File: config.mk
export PLATFORM = sky130hd
export DESIGN_NAME = aqh_port
export DESIGN_NICKNAME = d
export VERILOG_FILES = /design/src/rtl/aqh_pkg.sv /design/src/rtl/aqh_port.sv
export SDC_FILE = /design/constraint.sdc
export NUM_CORES = 1
export LEC_CHECK = 0
export ABC_AREA = 0
export BUFFER_PORTS_ARGS = -buffer_cell sky130_fd_sc_hd__buf_2
export CAP_MARGIN = 20
export CORE_AREA = 5 5 234 145
export CTS_CLUSTER_DIAMETER = 50
export CTS_CLUSTER_SIZE = 10
export DETAILED_ROUTE_END_ITERATION = 8
export DIE_AREA = 0 0 239 150
export MAX_ROUTING_LAYER = met4
export PLACE_DENSITY = 0.78
export SLEW_MARGIN = 20
export SYNTH_ARGS = -nofsm -noshare
export SYNTH_HDL_FRONTEND = slang
export SYNTH_SLANG_ARGS = --single-unit
File: constraint.sdc
create_clock -name REF_CLK -period 3.36 [get_ports REF_CLK]
set_input_delay 0.168 -clock REF_CLK [delete_from_list [all_inputs] [get_ports REF_CLK]]
set_output_delay 0.168 -clock REF_CLK [all_outputs]
set_load 0.05 [all_outputs]
File: src/rtl/aqh_pkg.sv
// Constants, field layout and carrier types of the asynchronous queue host port
//==============================================================================
// Overview of operation
// RL1 - Next write pushes request quadlet, not last
// RL2 - Last write pushes request quadlet, closes packet
// RL3 - Request write clears written flag until moved
// RL4 - Response next write pushes, clears written flag
// RL5 - Response last write pushes closing quadlet
// RL6 - Request read clears quadlet-ready until next load
// RL7 - Response read clears quadlet-ready until next load
// RL8 - Latch became-full flag for all four queues
// RL9 - Flag self-identification quadlet in request register
// RL10 - Flag final quadlet per receive register
// RL11 - Error or bus reset blocks receive reads
// RL12 - Flag quadlet ready per receive register
// RL13 - Flag split transaction timeout
// RL14 - Flag solicited reply inside timeout
// RL15 - Flag transmit write fault per queue
// RL16 - Flag written once transfer register empties
// RL17 - Event bits 31 to 17 read zero
// RL18 - Enable bit per event, both reset zero
// RL19 - Timeout is seconds plus eighth-millisecond ticks
// RL20 - Interrupt while flag and enable set; W1C
// RL21 - Host writes next quadlets, one last, waits
//==============================================================================
package aqh_pkg;

	// Bus and word widths
	localparam int ADDR_W    = 9;
	localparam int BYTE_W    = 8;
	localparam int WORD_W    = 32;
	localparam int EVENT_W   = 17;
	localparam int CH_N      = 2;

	// Register byte addresses
	localparam logic [8:0] OFS_TXREQ_NEXT = 9'h088;
	localparam logic [8:0] OFS_TXREQ_LAST = 9'h08C;
	localparam logic [8:0] OFS_TXRSP_NEXT = 9'h090;
	localparam logic [8:0] OFS_TXRSP_LAST = 9'h094;
	localparam logic [8:0] OFS_RXREQ      = 9'h098;
	localparam logic [8:0] OFS_RXRSP      = 9'h09C;
	localparam logic [8:0] OFS_FLAGS      = 9'h0A0;
	localparam logic [8:0] OFS_ENABLES    = 9'h0A4;

	// Byte lane whose write commits a quadlet or whose read consumes one
	localparam logic [1:0] LANE_LAST = 2'h3;

	// Event bit positions; per-queue pairs add the channel (0 request, 1 response)
	localparam int BIT_TX_WRITTEN   = 0;
	localparam int BIT_TX_FAULT     = 2;
	localparam int BIT_TX_FULL      = 4;
	localparam int BIT_REPLY        = 6;
	localparam int BIT_TIMEOUT      = 7;
	localparam int BIT_RX_READY     = 8;
	localparam int BIT_RX_FAULT     = 10;
	localparam int BIT_RX_FINAL     = 12;
	localparam int BIT_SELF_IDENT   = 14;
	localparam int BIT_RX_FULL      = 15;

	// Reset values
	localparam logic [16:0] FLAGS_RESET   = 17'h00000;
	localparam logic [16:0] ENABLES_RESET = 17'h00000;
	localparam logic [31:0] QUADLET_RESET = 32'h00000000;

	// Timeout timing: one fraction tick is 1/8000 s
	localparam int CLK_PERIOD_NS    = 4;
	localparam int TICK_PERIOD_NS   = 125000;
	localparam int TICK_CYCLES      = (TICK_PERIOD_NS + CLK_PERIOD_NS - 1) / CLK_PERIOD_NS;
	localparam int SECONDS_W        = 3;
	localparam int FRACTION_W       = 13;
	localparam int TICKS_W          = 16;
	localparam logic [15:0] TICKS_PER_SECOND = 16'h1F40;
	localparam int DIV_W            = 16;

	// Transmit quadlet toward the queue logic
	typedef struct packed {
		logic        last;
		logic [31:0] data;
	} aqh_txq_type;

	// Receive quadlet from the queue logic
	typedef struct packed {
		logic        self_ident;
		logic        last;
		logic [31:0] data;
	} aqh_rxq_type;

	// Host pins after synchronisation
	typedef struct packed {
		logic [8:0] addr;
		logic [7:0] data;
		logic       cs_n;
		logic       wr_n;
		logic       rd_n;
	} aqh_pins_type;

	localparam aqh_pins_type PINS_IDLE = '{addr: 9'h000, data: 8'h00,
		cs_n: 1'b1, wr_n: 1'b1, rd_n: 1'b1};

endpackage

File: src/rtl/aqh_port.sv
// Host register port for the asynchronous transmit and receive queues
`timescale 1ns/100ps
module aqh_port #(
	parameter int TICK_CYCLES = aqh_pkg::TICK_CYCLES
) (
	// Clock and reset
	input  wire logic                        REF_CLK,
	input  wire logic                        RSTN,
	// Byte-wide host bus
	input  wire logic [aqh_pkg::ADDR_W-1:0]  HIF_ADDR,
	input  wire logic                        HIF_CS_N,
	input  wire logic                        HIF_WR_N,
	input  wire logic                        HIF_RD_N,
	input  wire logic [aqh_pkg::BYTE_W-1:0]  HIF_DATA_IN,
	output logic      [aqh_pkg::BYTE_W-1:0]  HIF_DATA_OUT,
	output logic                             HIF_DATA_OE_N,
	output logic                             HIF_INT_N,
	// Transmit queues, index 0 request, 1 response
	output wire aqh_pkg::aqh_txq_type [1:0]  TX_QUADLET,
	output wire logic [1:0]                  TX_VALID,
	input  wire logic [1:0]                  TX_READY,
	input  wire logic [1:0]                  TX_QUEUE_FULL,
	input  wire logic [1:0]                  TX_WRITE_ERROR,
	// Receive queues, index 0 request, 1 response
	input  wire aqh_pkg::aqh_rxq_type [1:0]  RX_QUADLET,
	input  wire logic [1:0]                  RX_VALID,
	output wire logic [1:0]                  RX_READY,
	input  wire logic [1:0]                  RX_QUEUE_FULL,
	input  wire logic [1:0]                  RX_READ_ERROR,
	input  wire logic                        BUS_RESET,
	// Split transaction timer
	input  wire logic                        SPLIT_START,
	input  wire logic                        SOLICITED_REPLY,
	input  wire logic [aqh_pkg::SECONDS_W-1:0]  TIMEOUT_WHOLE_SECONDS,
	input  wire logic [aqh_pkg::FRACTION_W-1:0] TIMEOUT_FRACTION_TICKS
);
	import aqh_pkg::*;

	//==========================================================================
	// Helpers
	//==========================================================================
	// Word-aligned base of a byte address
	function automatic logic [8:0] base_of(input logic [8:0] a);
		base_of = {a[8:2], 2'h0};
	endfunction

	// Byte of a word picked by lane
	function automatic logic [7:0] lane_of(input logic [31:0] w, input logic [1:0] l);
		lane_of = w[{l, 3'h0} +: 8];
	endfunction

	//==========================================================================
	// Host pin synchroniser and strobe tracking
	//==========================================================================
	aqh_pins_type pin_s1;
	aqh_pins_type pin_s2;
	aqh_pins_type pin_now;
	logic         wr_act_d;
	logic         rd_act_d;
	logic [8:0]   cap_addr;
	logic [7:0]   cap_data;
	logic [23:0]  stage;
	logic         wr_act;
	logic         rd_act;
	logic         wr_end;
	logic         rd_end;
	logic [8:0]   cap_base;
	logic [31:0]  commit_word;

	assign pin_now = '{addr: HIF_ADDR, data: HIF_DATA_IN, cs_n: HIF_CS_N,
		wr_n: HIF_WR_N, rd_n: HIF_RD_N};

	// Two stages before any logic looks at the pins
	always_ff @(posedge REF_CLK) begin
		if (!RSTN) begin
			pin_s1 <= PINS_IDLE;
			pin_s2 <= PINS_IDLE;
		end else begin
			pin_s1 <= pin_now;
			pin_s2 <= pin_s1;
		end
	end

	assign wr_act = !pin_s2.cs_n && !pin_s2.wr_n;
	assign rd_act = !pin_s2.cs_n && !pin_s2.rd_n;
	assign wr_end = wr_act_d && !wr_act;
	assign rd_end = rd_act_d && !rd_act;
	assign cap_base = base_of(cap_addr);
	assign commit_word = {cap_data, stage};

	// Capture address and data while a strobe is active; act when it ends,
	// since the data pins only settle late in a write
	always_ff @(posedge REF_CLK) begin
		if (!RSTN) begin
			wr_act_d <= 1'b0;
			rd_act_d <= 1'b0;
			cap_addr <= 9'h000;
			cap_data <= 8'h00;
		end else begin
			wr_act_d <= wr_act;
			rd_act_d <= rd_act;
			if (wr_act || rd_act) begin
				cap_addr <= pin_s2.addr;
				cap_data <= pin_s2.data;
			end
		end
	end

	// Low three bytes wait here until the top byte commits the quadlet
	always_ff @(posedge REF_CLK) begin
		if (!RSTN) begin
			stage <= 24'h000000;
		end else if (wr_end && cap_addr[1:0] != LANE_LAST) begin
			stage[{cap_addr[1:0], 3'h0} +: 8] <= cap_data;
		end
	end

	//==========================================================================
	// Event flags and enables
	//==========================================================================
	logic [16:0] flags;
	logic [16:0] enables;
	wire  [16:0] ev_set;
	wire  [16:0] ev_hw_clr;
	logic [16:0] ev_host_clr;
	logic [31:0] host_mask;

	// Lane mask for one host byte write
	always_comb begin
		host_mask = 32'h00000000;
		host_mask[{cap_addr[1:0], 3'h0} +: 8] = cap_data;
	end

	always_comb begin
		ev_host_clr = 17'h00000;
		if (wr_end && cap_base == OFS_FLAGS) begin
			ev_host_clr = host_mask[16:0]; // [RL20]
		end
	end

	// Hardware set wins over any clear in the same cycle
	always_ff @(posedge REF_CLK) begin
		if (!RSTN) begin
			flags <= FLAGS_RESET; // [RL18]
		end else begin
			flags <= (flags & ~(ev_hw_clr | ev_host_clr)) | ev_set;
		end
	end

	// Enables are plain byte-wide stores
	always_ff @(posedge REF_CLK) begin
		if (!RSTN) begin
			enables <= ENABLES_RESET; // [RL18]
		end else if (wr_end && cap_base == OFS_ENABLES) begin
			enables <= 17'(({15'h0000, enables} & ~(32'h000000FF << {cap_addr[1:0], 3'h0}))
				| host_mask); // [RL18]
		end
	end

	assign ev_hw_clr[7:2]   = 6'h00;
	assign ev_hw_clr[11:10] = 2'h0;
	assign ev_hw_clr[16:15] = 2'h0;

	//==========================================================================
	// Transmit channels: transfer register then two-entry buffer
	//==========================================================================
	wire [1:0] tx_commit;
	wire [1:0] tx_last_write;
	wire [1:0] tx_move;
	wire [1:0] tx_hold_valid;

	for (genvar ch = 0; ch < CH_N; ch++) begin : g_tx
		localparam logic [8:0] OFS_NEXT = (ch == 0) ? OFS_TXREQ_NEXT : OFS_TXRSP_NEXT;
		localparam logic [8:0] OFS_LAST = (ch == 0) ? OFS_TXREQ_LAST : OFS_TXRSP_LAST;
		aqh_txq_type hold;
		logic        hold_valid;
		aqh_txq_type buf_mem [2];
		logic        wp;
		logic        rp;
		logic [1:0]  count;
		logic        full_d;
		wire         hit_next;
		wire         pop;

		assign hit_next = cap_base == OFS_NEXT;
		assign tx_last_write[ch] = cap_base == OFS_LAST;
		assign tx_commit[ch] = wr_end && cap_addr[1:0] == LANE_LAST
			&& (hit_next || tx_last_write[ch]);
		assign tx_move[ch] = hold_valid && count != 2'h2;
		assign tx_hold_valid[ch] = hold_valid;
		assign pop = TX_VALID[ch] && TX_READY[ch];

		// A write into a still-occupied register is dropped and reported
		always_ff @(posedge REF_CLK) begin
			if (!RSTN) begin
				hold_valid <= 1'b0;
				hold       <= '0;
			end else if (tx_commit[ch] && !hold_valid) begin
				hold_valid <= 1'b1;
				hold       <= '{last: tx_last_write[ch], data: commit_word}; // [RL1] [RL2] [RL4] [RL5]
			end else if (tx_move[ch]) begin
				hold_valid <= 1'b0;
			end
		end

		// Buffer absorbs a stalled queue without losing a word
		always_ff @(posedge REF_CLK) begin
			if (!RSTN) begin
				wp    <= 1'b0;
				rp    <= 1'b0;
				count <= 2'h0;
			end else begin
				if (tx_move[ch]) begin
					buf_mem[wp] <= hold;
					wp <= !wp;
				end
				if (pop) begin
					rp <= !rp;
				end
				count <= count + {1'b0, tx_move[ch]} - {1'b0, pop};
			end
		end

		always_ff @(posedge REF_CLK) begin
			if (!RSTN) begin
				full_d <= 1'b0;
			end else begin
				full_d <= TX_QUEUE_FULL[ch];
			end
		end

		assign TX_VALID[ch] = count != 2'h0;
		assign TX_QUADLET[ch] = buf_mem[rp];
		assign ev_set[BIT_TX_WRITTEN + ch] = tx_move[ch]; // [RL16]
		assign ev_hw_clr[BIT_TX_WRITTEN + ch] = tx_commit[ch]; // [RL3] [RL4]
		assign ev_set[BIT_TX_FAULT + ch] = TX_WRITE_ERROR[ch]
			|| (tx_commit[ch] && hold_valid); // [RL15]
		assign ev_set[BIT_TX_FULL + ch] = TX_QUEUE_FULL[ch] && !full_d; // [RL8]
	end

	//==========================================================================
	// Receive channels: transfer register loaded while empty and unblocked
	//==========================================================================
	logic [31:0] rx_word [2];
	wire  [1:0]  rx_load;
	wire  [1:0]  rx_read_done;

	for (genvar ch = 0; ch < CH_N; ch++) begin : g_rx
		localparam logic [8:0] OFS_RX = (ch == 0) ? OFS_RXREQ : OFS_RXRSP;
		logic full_d;

		assign RX_READY[ch] = !flags[BIT_RX_READY + ch] && !flags[BIT_RX_FAULT + ch]; // [RL11]
		assign rx_load[ch] = RX_VALID[ch] && RX_READY[ch];
		assign rx_read_done[ch] = rd_end && cap_base == OFS_RX
			&& cap_addr[1:0] == LANE_LAST && !flags[BIT_RX_FAULT + ch]; // [RL11]

		always_ff @(posedge REF_CLK) begin
			if (!RSTN) begin
				rx_word[ch] <= QUADLET_RESET;
			end else if (rx_load[ch]) begin
				rx_word[ch] <= RX_QUADLET[ch].data; // [RL6] [RL7]
			end
		end

		always_ff @(posedge REF_CLK) begin
			if (!RSTN) begin
				full_d <= 1'b0;
			end else begin
				full_d <= RX_QUEUE_FULL[ch];
			end
		end

		assign ev_set[BIT_RX_READY + ch] = rx_load[ch]; // [RL12]
		assign ev_hw_clr[BIT_RX_READY + ch] = rx_read_done[ch]; // [RL6] [RL7]
		assign ev_set[BIT_RX_FINAL + ch] = rx_load[ch] && RX_QUADLET[ch].last; // [RL10]
		assign ev_hw_clr[BIT_RX_FINAL + ch] = rx_load[ch];
		assign ev_set[BIT_RX_FAULT + ch] = RX_READ_ERROR[ch] || BUS_RESET; // [RL11]
		assign ev_set[BIT_RX_FULL + ch] = RX_QUEUE_FULL[ch] && !full_d; // [RL8]
	end

	// Self-identification only arrives through the request register
	assign ev_set[BIT_SELF_IDENT] = rx_load[0] && RX_QUADLET[0].self_ident; // [RL9]
	assign ev_hw_clr[BIT_SELF_IDENT] = rx_load[0];

	//==========================================================================
	// Split transaction timer
	//==========================================================================
	logic [DIV_W-1:0]   div_cnt;
	logic [TICKS_W-1:0] remaining;
	logic               running;
	logic               tick;
	logic [TICKS_W-1:0] next_remaining;

	// Limit is sampled at start; later changes apply to the next transaction
	assign next_remaining = 16'(TICKS_W'(TIMEOUT_WHOLE_SECONDS) * TICKS_PER_SECOND)
		+ TICKS_W'(TIMEOUT_FRACTION_TICKS); // [RL19]
	assign tick = running && div_cnt == DIV_W'(TICK_CYCLES - 1);

	always_ff @(posedge REF_CLK) begin
		if (!RSTN || SPLIT_START || !running || tick) begin
			div_cnt <= '0;
		end else begin
			div_cnt <= div_cnt + 1'b1;
		end
	end

	always_ff @(posedge REF_CLK) begin
		if (!RSTN) begin
			running   <= 1'b0;
			remaining <= '0;
		end else if (SPLIT_START) begin
			running   <= 1'b1;
			remaining <= next_remaining;
		end else if (running && SOLICITED_REPLY) begin
			running <= 1'b0;
		end else if (tick) begin
			if (remaining == '0) begin
				running <= 1'b0;
			end else begin
				remaining <= remaining - 1'b1;
			end
		end
	end

	assign ev_set[BIT_TIMEOUT] = !SPLIT_START && !SOLICITED_REPLY && tick
		&& remaining == '0; // [RL13]
	assign ev_set[BIT_REPLY] = !SPLIT_START && running && SOLICITED_REPLY; // [RL14]

	//==========================================================================
	// Read path and interrupt
	//==========================================================================
	logic [31:0] read_word;

	// Blocked receive registers read as zero; transmit registers are write-only
	always_comb begin
		read_word = 32'h00000000;
		case (base_of(pin_s2.addr))
			OFS_RXREQ: read_word = flags[BIT_RX_FAULT] ? 32'h00000000 : rx_word[0];
			OFS_RXRSP: read_word = flags[BIT_RX_FAULT + 1] ? 32'h00000000 : rx_word[1];
			OFS_FLAGS: read_word = {15'h0000, flags}; // [RL17]
			OFS_ENABLES: read_word = {15'h0000, enables};
			default: read_word = 32'h00000000;
		endcase
	end

	always_ff @(posedge REF_CLK) begin
		if (!RSTN) begin
			HIF_DATA_OUT  <= 8'h00;
			HIF_DATA_OE_N <= 1'b1;
		end else begin
			HIF_DATA_OUT  <= rd_act ? lane_of(read_word, pin_s2.addr[1:0]) : 8'h00;
			HIF_DATA_OE_N <= !rd_act;
		end
	end

	always_ff @(posedge REF_CLK) begin
		if (!RSTN) begin
			HIF_INT_N <= 1'b1;
		end else begin
			HIF_INT_N <= !(|(flags & enables)); // [RL20]
		end
	end
endmodule

==> impl_metrics.json <==
{
  "post_cts_resized": 0,
  "antenna_found_initial": 0,
  "dp_hpwl_mm": 30.41,
  "drc": 0,
  "synth_fa_ha_area_share_pct": 2.442,
  "finalSetupViolations": 0,
  "max_freq_mhz": 357.3,
  "synthesis.area_um2": 17930,
  "critPathKind": "register to register",
  "status": "finished, final reports clean",
  "synth.area.mux_share_pct": 4.835,
  "cts_made_buffers": 49,
  "final_util_pct": 68.57,
  "period_share_pct": 83.29,
  "avgViaCountPerCell": 5.551,
  "antenna_cells": 0,
  "hold_ws_ns": 0.02939,
  "h-tree-depth": 2,
  "synthSimpleGateAreaFrac_pct": 17.13,
  "grt.total_usage_pct": 25.80,
  "cp.required_ns": 3.81,
  "synth.avg_cell_area_um2": 11.20,
  "synth_edf_count": 196,
  "insertion_delay_ns": 0.57,
  "wl_per_cell_um": 19.28,
  "period_minus_slack_ns": 2.799,
  "die_width_um": 239,
  "clk_pin_slew_ns": 0.06,
  "synth-warning-count": 0,
  "rrSetupSlack_ns": 0.56,
  "synth-xor-area-share_pct": 2.149,
  "grt_start_max_net_pins": 74,
  "dr.pass1.iters": 8,
  "initial_core_util_pct": 56.54,
  "grt_pass1_vias": 12829,
  "vdd_drop_max_v": 0.0003425,
  "hold_violations": 0,
  "root_buffer": "clkbuf_16",
  "slew_viol_final": 0,
  "arrival_ns": 3.25,
  "hp-class": "input port to register",
  "synth_nets": 1754,
  "synth_flop_cell": "dfxtp_1",
  "ys_seq_area_share_pct": 59.84,
  "leakagePower_nw": 8.117,
  "io_pins": 201,
  "grt_pass1_wl_mm": 71.12,
  "cts_sinks": 438,
  "synth-compound-area-share_pct": 11.07,
  "yosysUniqueCellTypes": 71,
  "core_region_area_um2": 31710,
  "first_iter_violations": 1274,
  "placed_area_um2": 19310,
  "setup_tns_ns": 0,
  "worst_slew_pin_slew_ns": 1.058,
  "crit_path_end_kind": "register",
  "gp_congestion": 0.9072,
  "power.switching_mw": 2.914,
  "area_growth_pct": 21.27,
  "final_area_um2": 21750,
  "cap_viol_max_count": 0,
  "die-area_um2": 35850,
  "vias": 13017,
  "worstRegToRegCells": 7,
  "grt_overflow": 0,
  "ant_nets": 0,
  "cp_max_fo": 6,
  "p_clk_share_pct": 39.9,
  "p_int_mw": 8.938,
  "seqPwrFrac_pct": 48.7,
  "wirelength_mm": 45.20,
  "powerDensity_nw_per_um2": 545.0,
  "finalNetCount": 2045,
  "core.rowCount": 51,
  "synthCells": 1601,
  "netSwitchingFraction_pct": 24.59,
  "clock_path_buffers": 3,
  "die_h_um": 150,
  "relSlewSlack_pct": 29.49,
  "port_buffers": 199,
  "cts_tree": "yes",
  "holdPathStages": 4,
  "ys_seq_elements": 438,
  "synth_top_family_by_area": "simple AND/OR/NAND/NOR gates",
  "drive_above_1_share_pct": 18.79,
  "comb_power_share_pct": 11.4,
  "clock_skew_ns": 0.03088,
  "critPathLaunchType": "register",
  "rsz0062_at_grt": "false",
  "async_flop_share_pct": 0
}
[per-stage QoR]
stage          setup slack, ns  power [mW]  std cells
6_report                0.5613       11.85       2345
5_1_grt                 0.3708       12.27       2345
4_1_cts                 0.6085       11.90       2345
3_5_place_dp            0.3697       7.128       2160
3_3_place_gp            0.3702       7.106       2160
2_1_floorplan           0.5360       6.787       1601
[cells in the final DEF (no fill, tap or decap), types with 49 or more instances in the layout]
cell,instances
nand2_1,266
dfxtp_1,242
buf_2,198
edfxtp_1,196
and2_1,146
dlygate4sd3_1,105
mux2_2,69
a21boi_1,59
o21ai_0,56
nor2_1,52
clkbuf_16,49
[timing repair]
item	4_1_cts	5_1_grt
setup buffers	0	0
hold buffers	105	0
hold endpoints to repair	104	0
[cells by family after synthesis]
| family | after synthesis |
|---|---|
| AO/OA/AOI/OAI | 284 |
| XOR/XNOR | 44 |
| adder cells (fa/ha/maj) | 32 |
| buffers and inverters | 118 |
| flip-flops | 438 |
| multiplexers | 78 |
| AND/OR/NAND/NOR | 607 |
[registers in the layout, indices dropped and copies added (netlist names), 4 cells and up, named ones only]
name and count:
HIF_DATA_OUT 8, cap_addr 9, cap_data 8, div_cnt 16, enables 17, flags 17
g_tx.buf_mem 132, g_tx.count 4, g_tx.hold 66, pin_s1 20, pin_s2 20, remaining 16
rx_word 64, stage 24
[routing by layer]
metal / track usage (%) / part of all wire [%] / up-vias
met5: - / 0 / -
met4: 6.243 / 2.0 / 0
met3: 5.250 / 7.7 / 85
met2: 36.66 / 43 / 512
met1: 38.27 / 48 / 6239
li1: - / - / 6181
[synthesized netlist by cell type (24+ instances only)]
library cell	instances	share of area, %
edfxtp_1	196	33
nor2b_1	26	0.91
ha_1	27	1.9
a21oi_1	32	0.89
nand3_1	33	0.92
dfxtp_1	242	27
a21boi_0	36	1.5
and2_1	146	5.1
nand2_1	266	5.6
nor2_1	55	1.2
a21boi_1	59	2.5
o21ai_0	56	1.6
inv_1	29	0.61
mux2_2	69	4.3
a22oi_1	24	1.0
clkbuf_1	77	1.6
[area by class of cell]
cell class                 count  area, um^2
sequential                   438       10730
multi-input combinational   1045        6756
clock inverter                 3       41.29
fill                        2329        9968
timing repair buffer         329        2237
clock buffer                  77        1341
inverter                      29       108.9
tap                          424       530.5
[final timing paths]
path,startpoint,endpoint
worst max register to register,cap_addr[8]$_SDFFE_PN0P_,flags[13]$_SDFF_PN0_
worst min-delay path,TIMEOUT_FRACTION_TICKS[6],remaining[6]$_SDFFE_PN0P_
worst max-delay path,cap_addr[8]$_SDFFE_PN0P_,flags[13]$_SDFF_PN0_
worst min register to register,pin_s1[1]$_SDFF_PN1_,pin_s2[1]$_SDFF_PN1_
[power groups by stage]
stage          Sequential (mW)  Combinational, mW  Clock [mW]
2_1_floorplan             5.84              0.943           0
3_3_place_gp              5.87               1.23           0
3_5_place_dp              5.88               1.25           0
4_1_cts                   5.77               1.35        4.78
5_1_grt                   5.78               1.46        5.04
6_report                  5.77               1.35        4.73
[critical path: stages (launching register included)]
cell and delay, ns:
dfxtp_1 0.30, or3b_1 0.48, nor4_2 0.52, nor2b_1 0.28
nand2_1 0.23, o2111ai_1 0.24, nand2_1 0.08, dlygate4sd3_1 0.56
No activity file was read; power rests on OpenSTA's default activity.
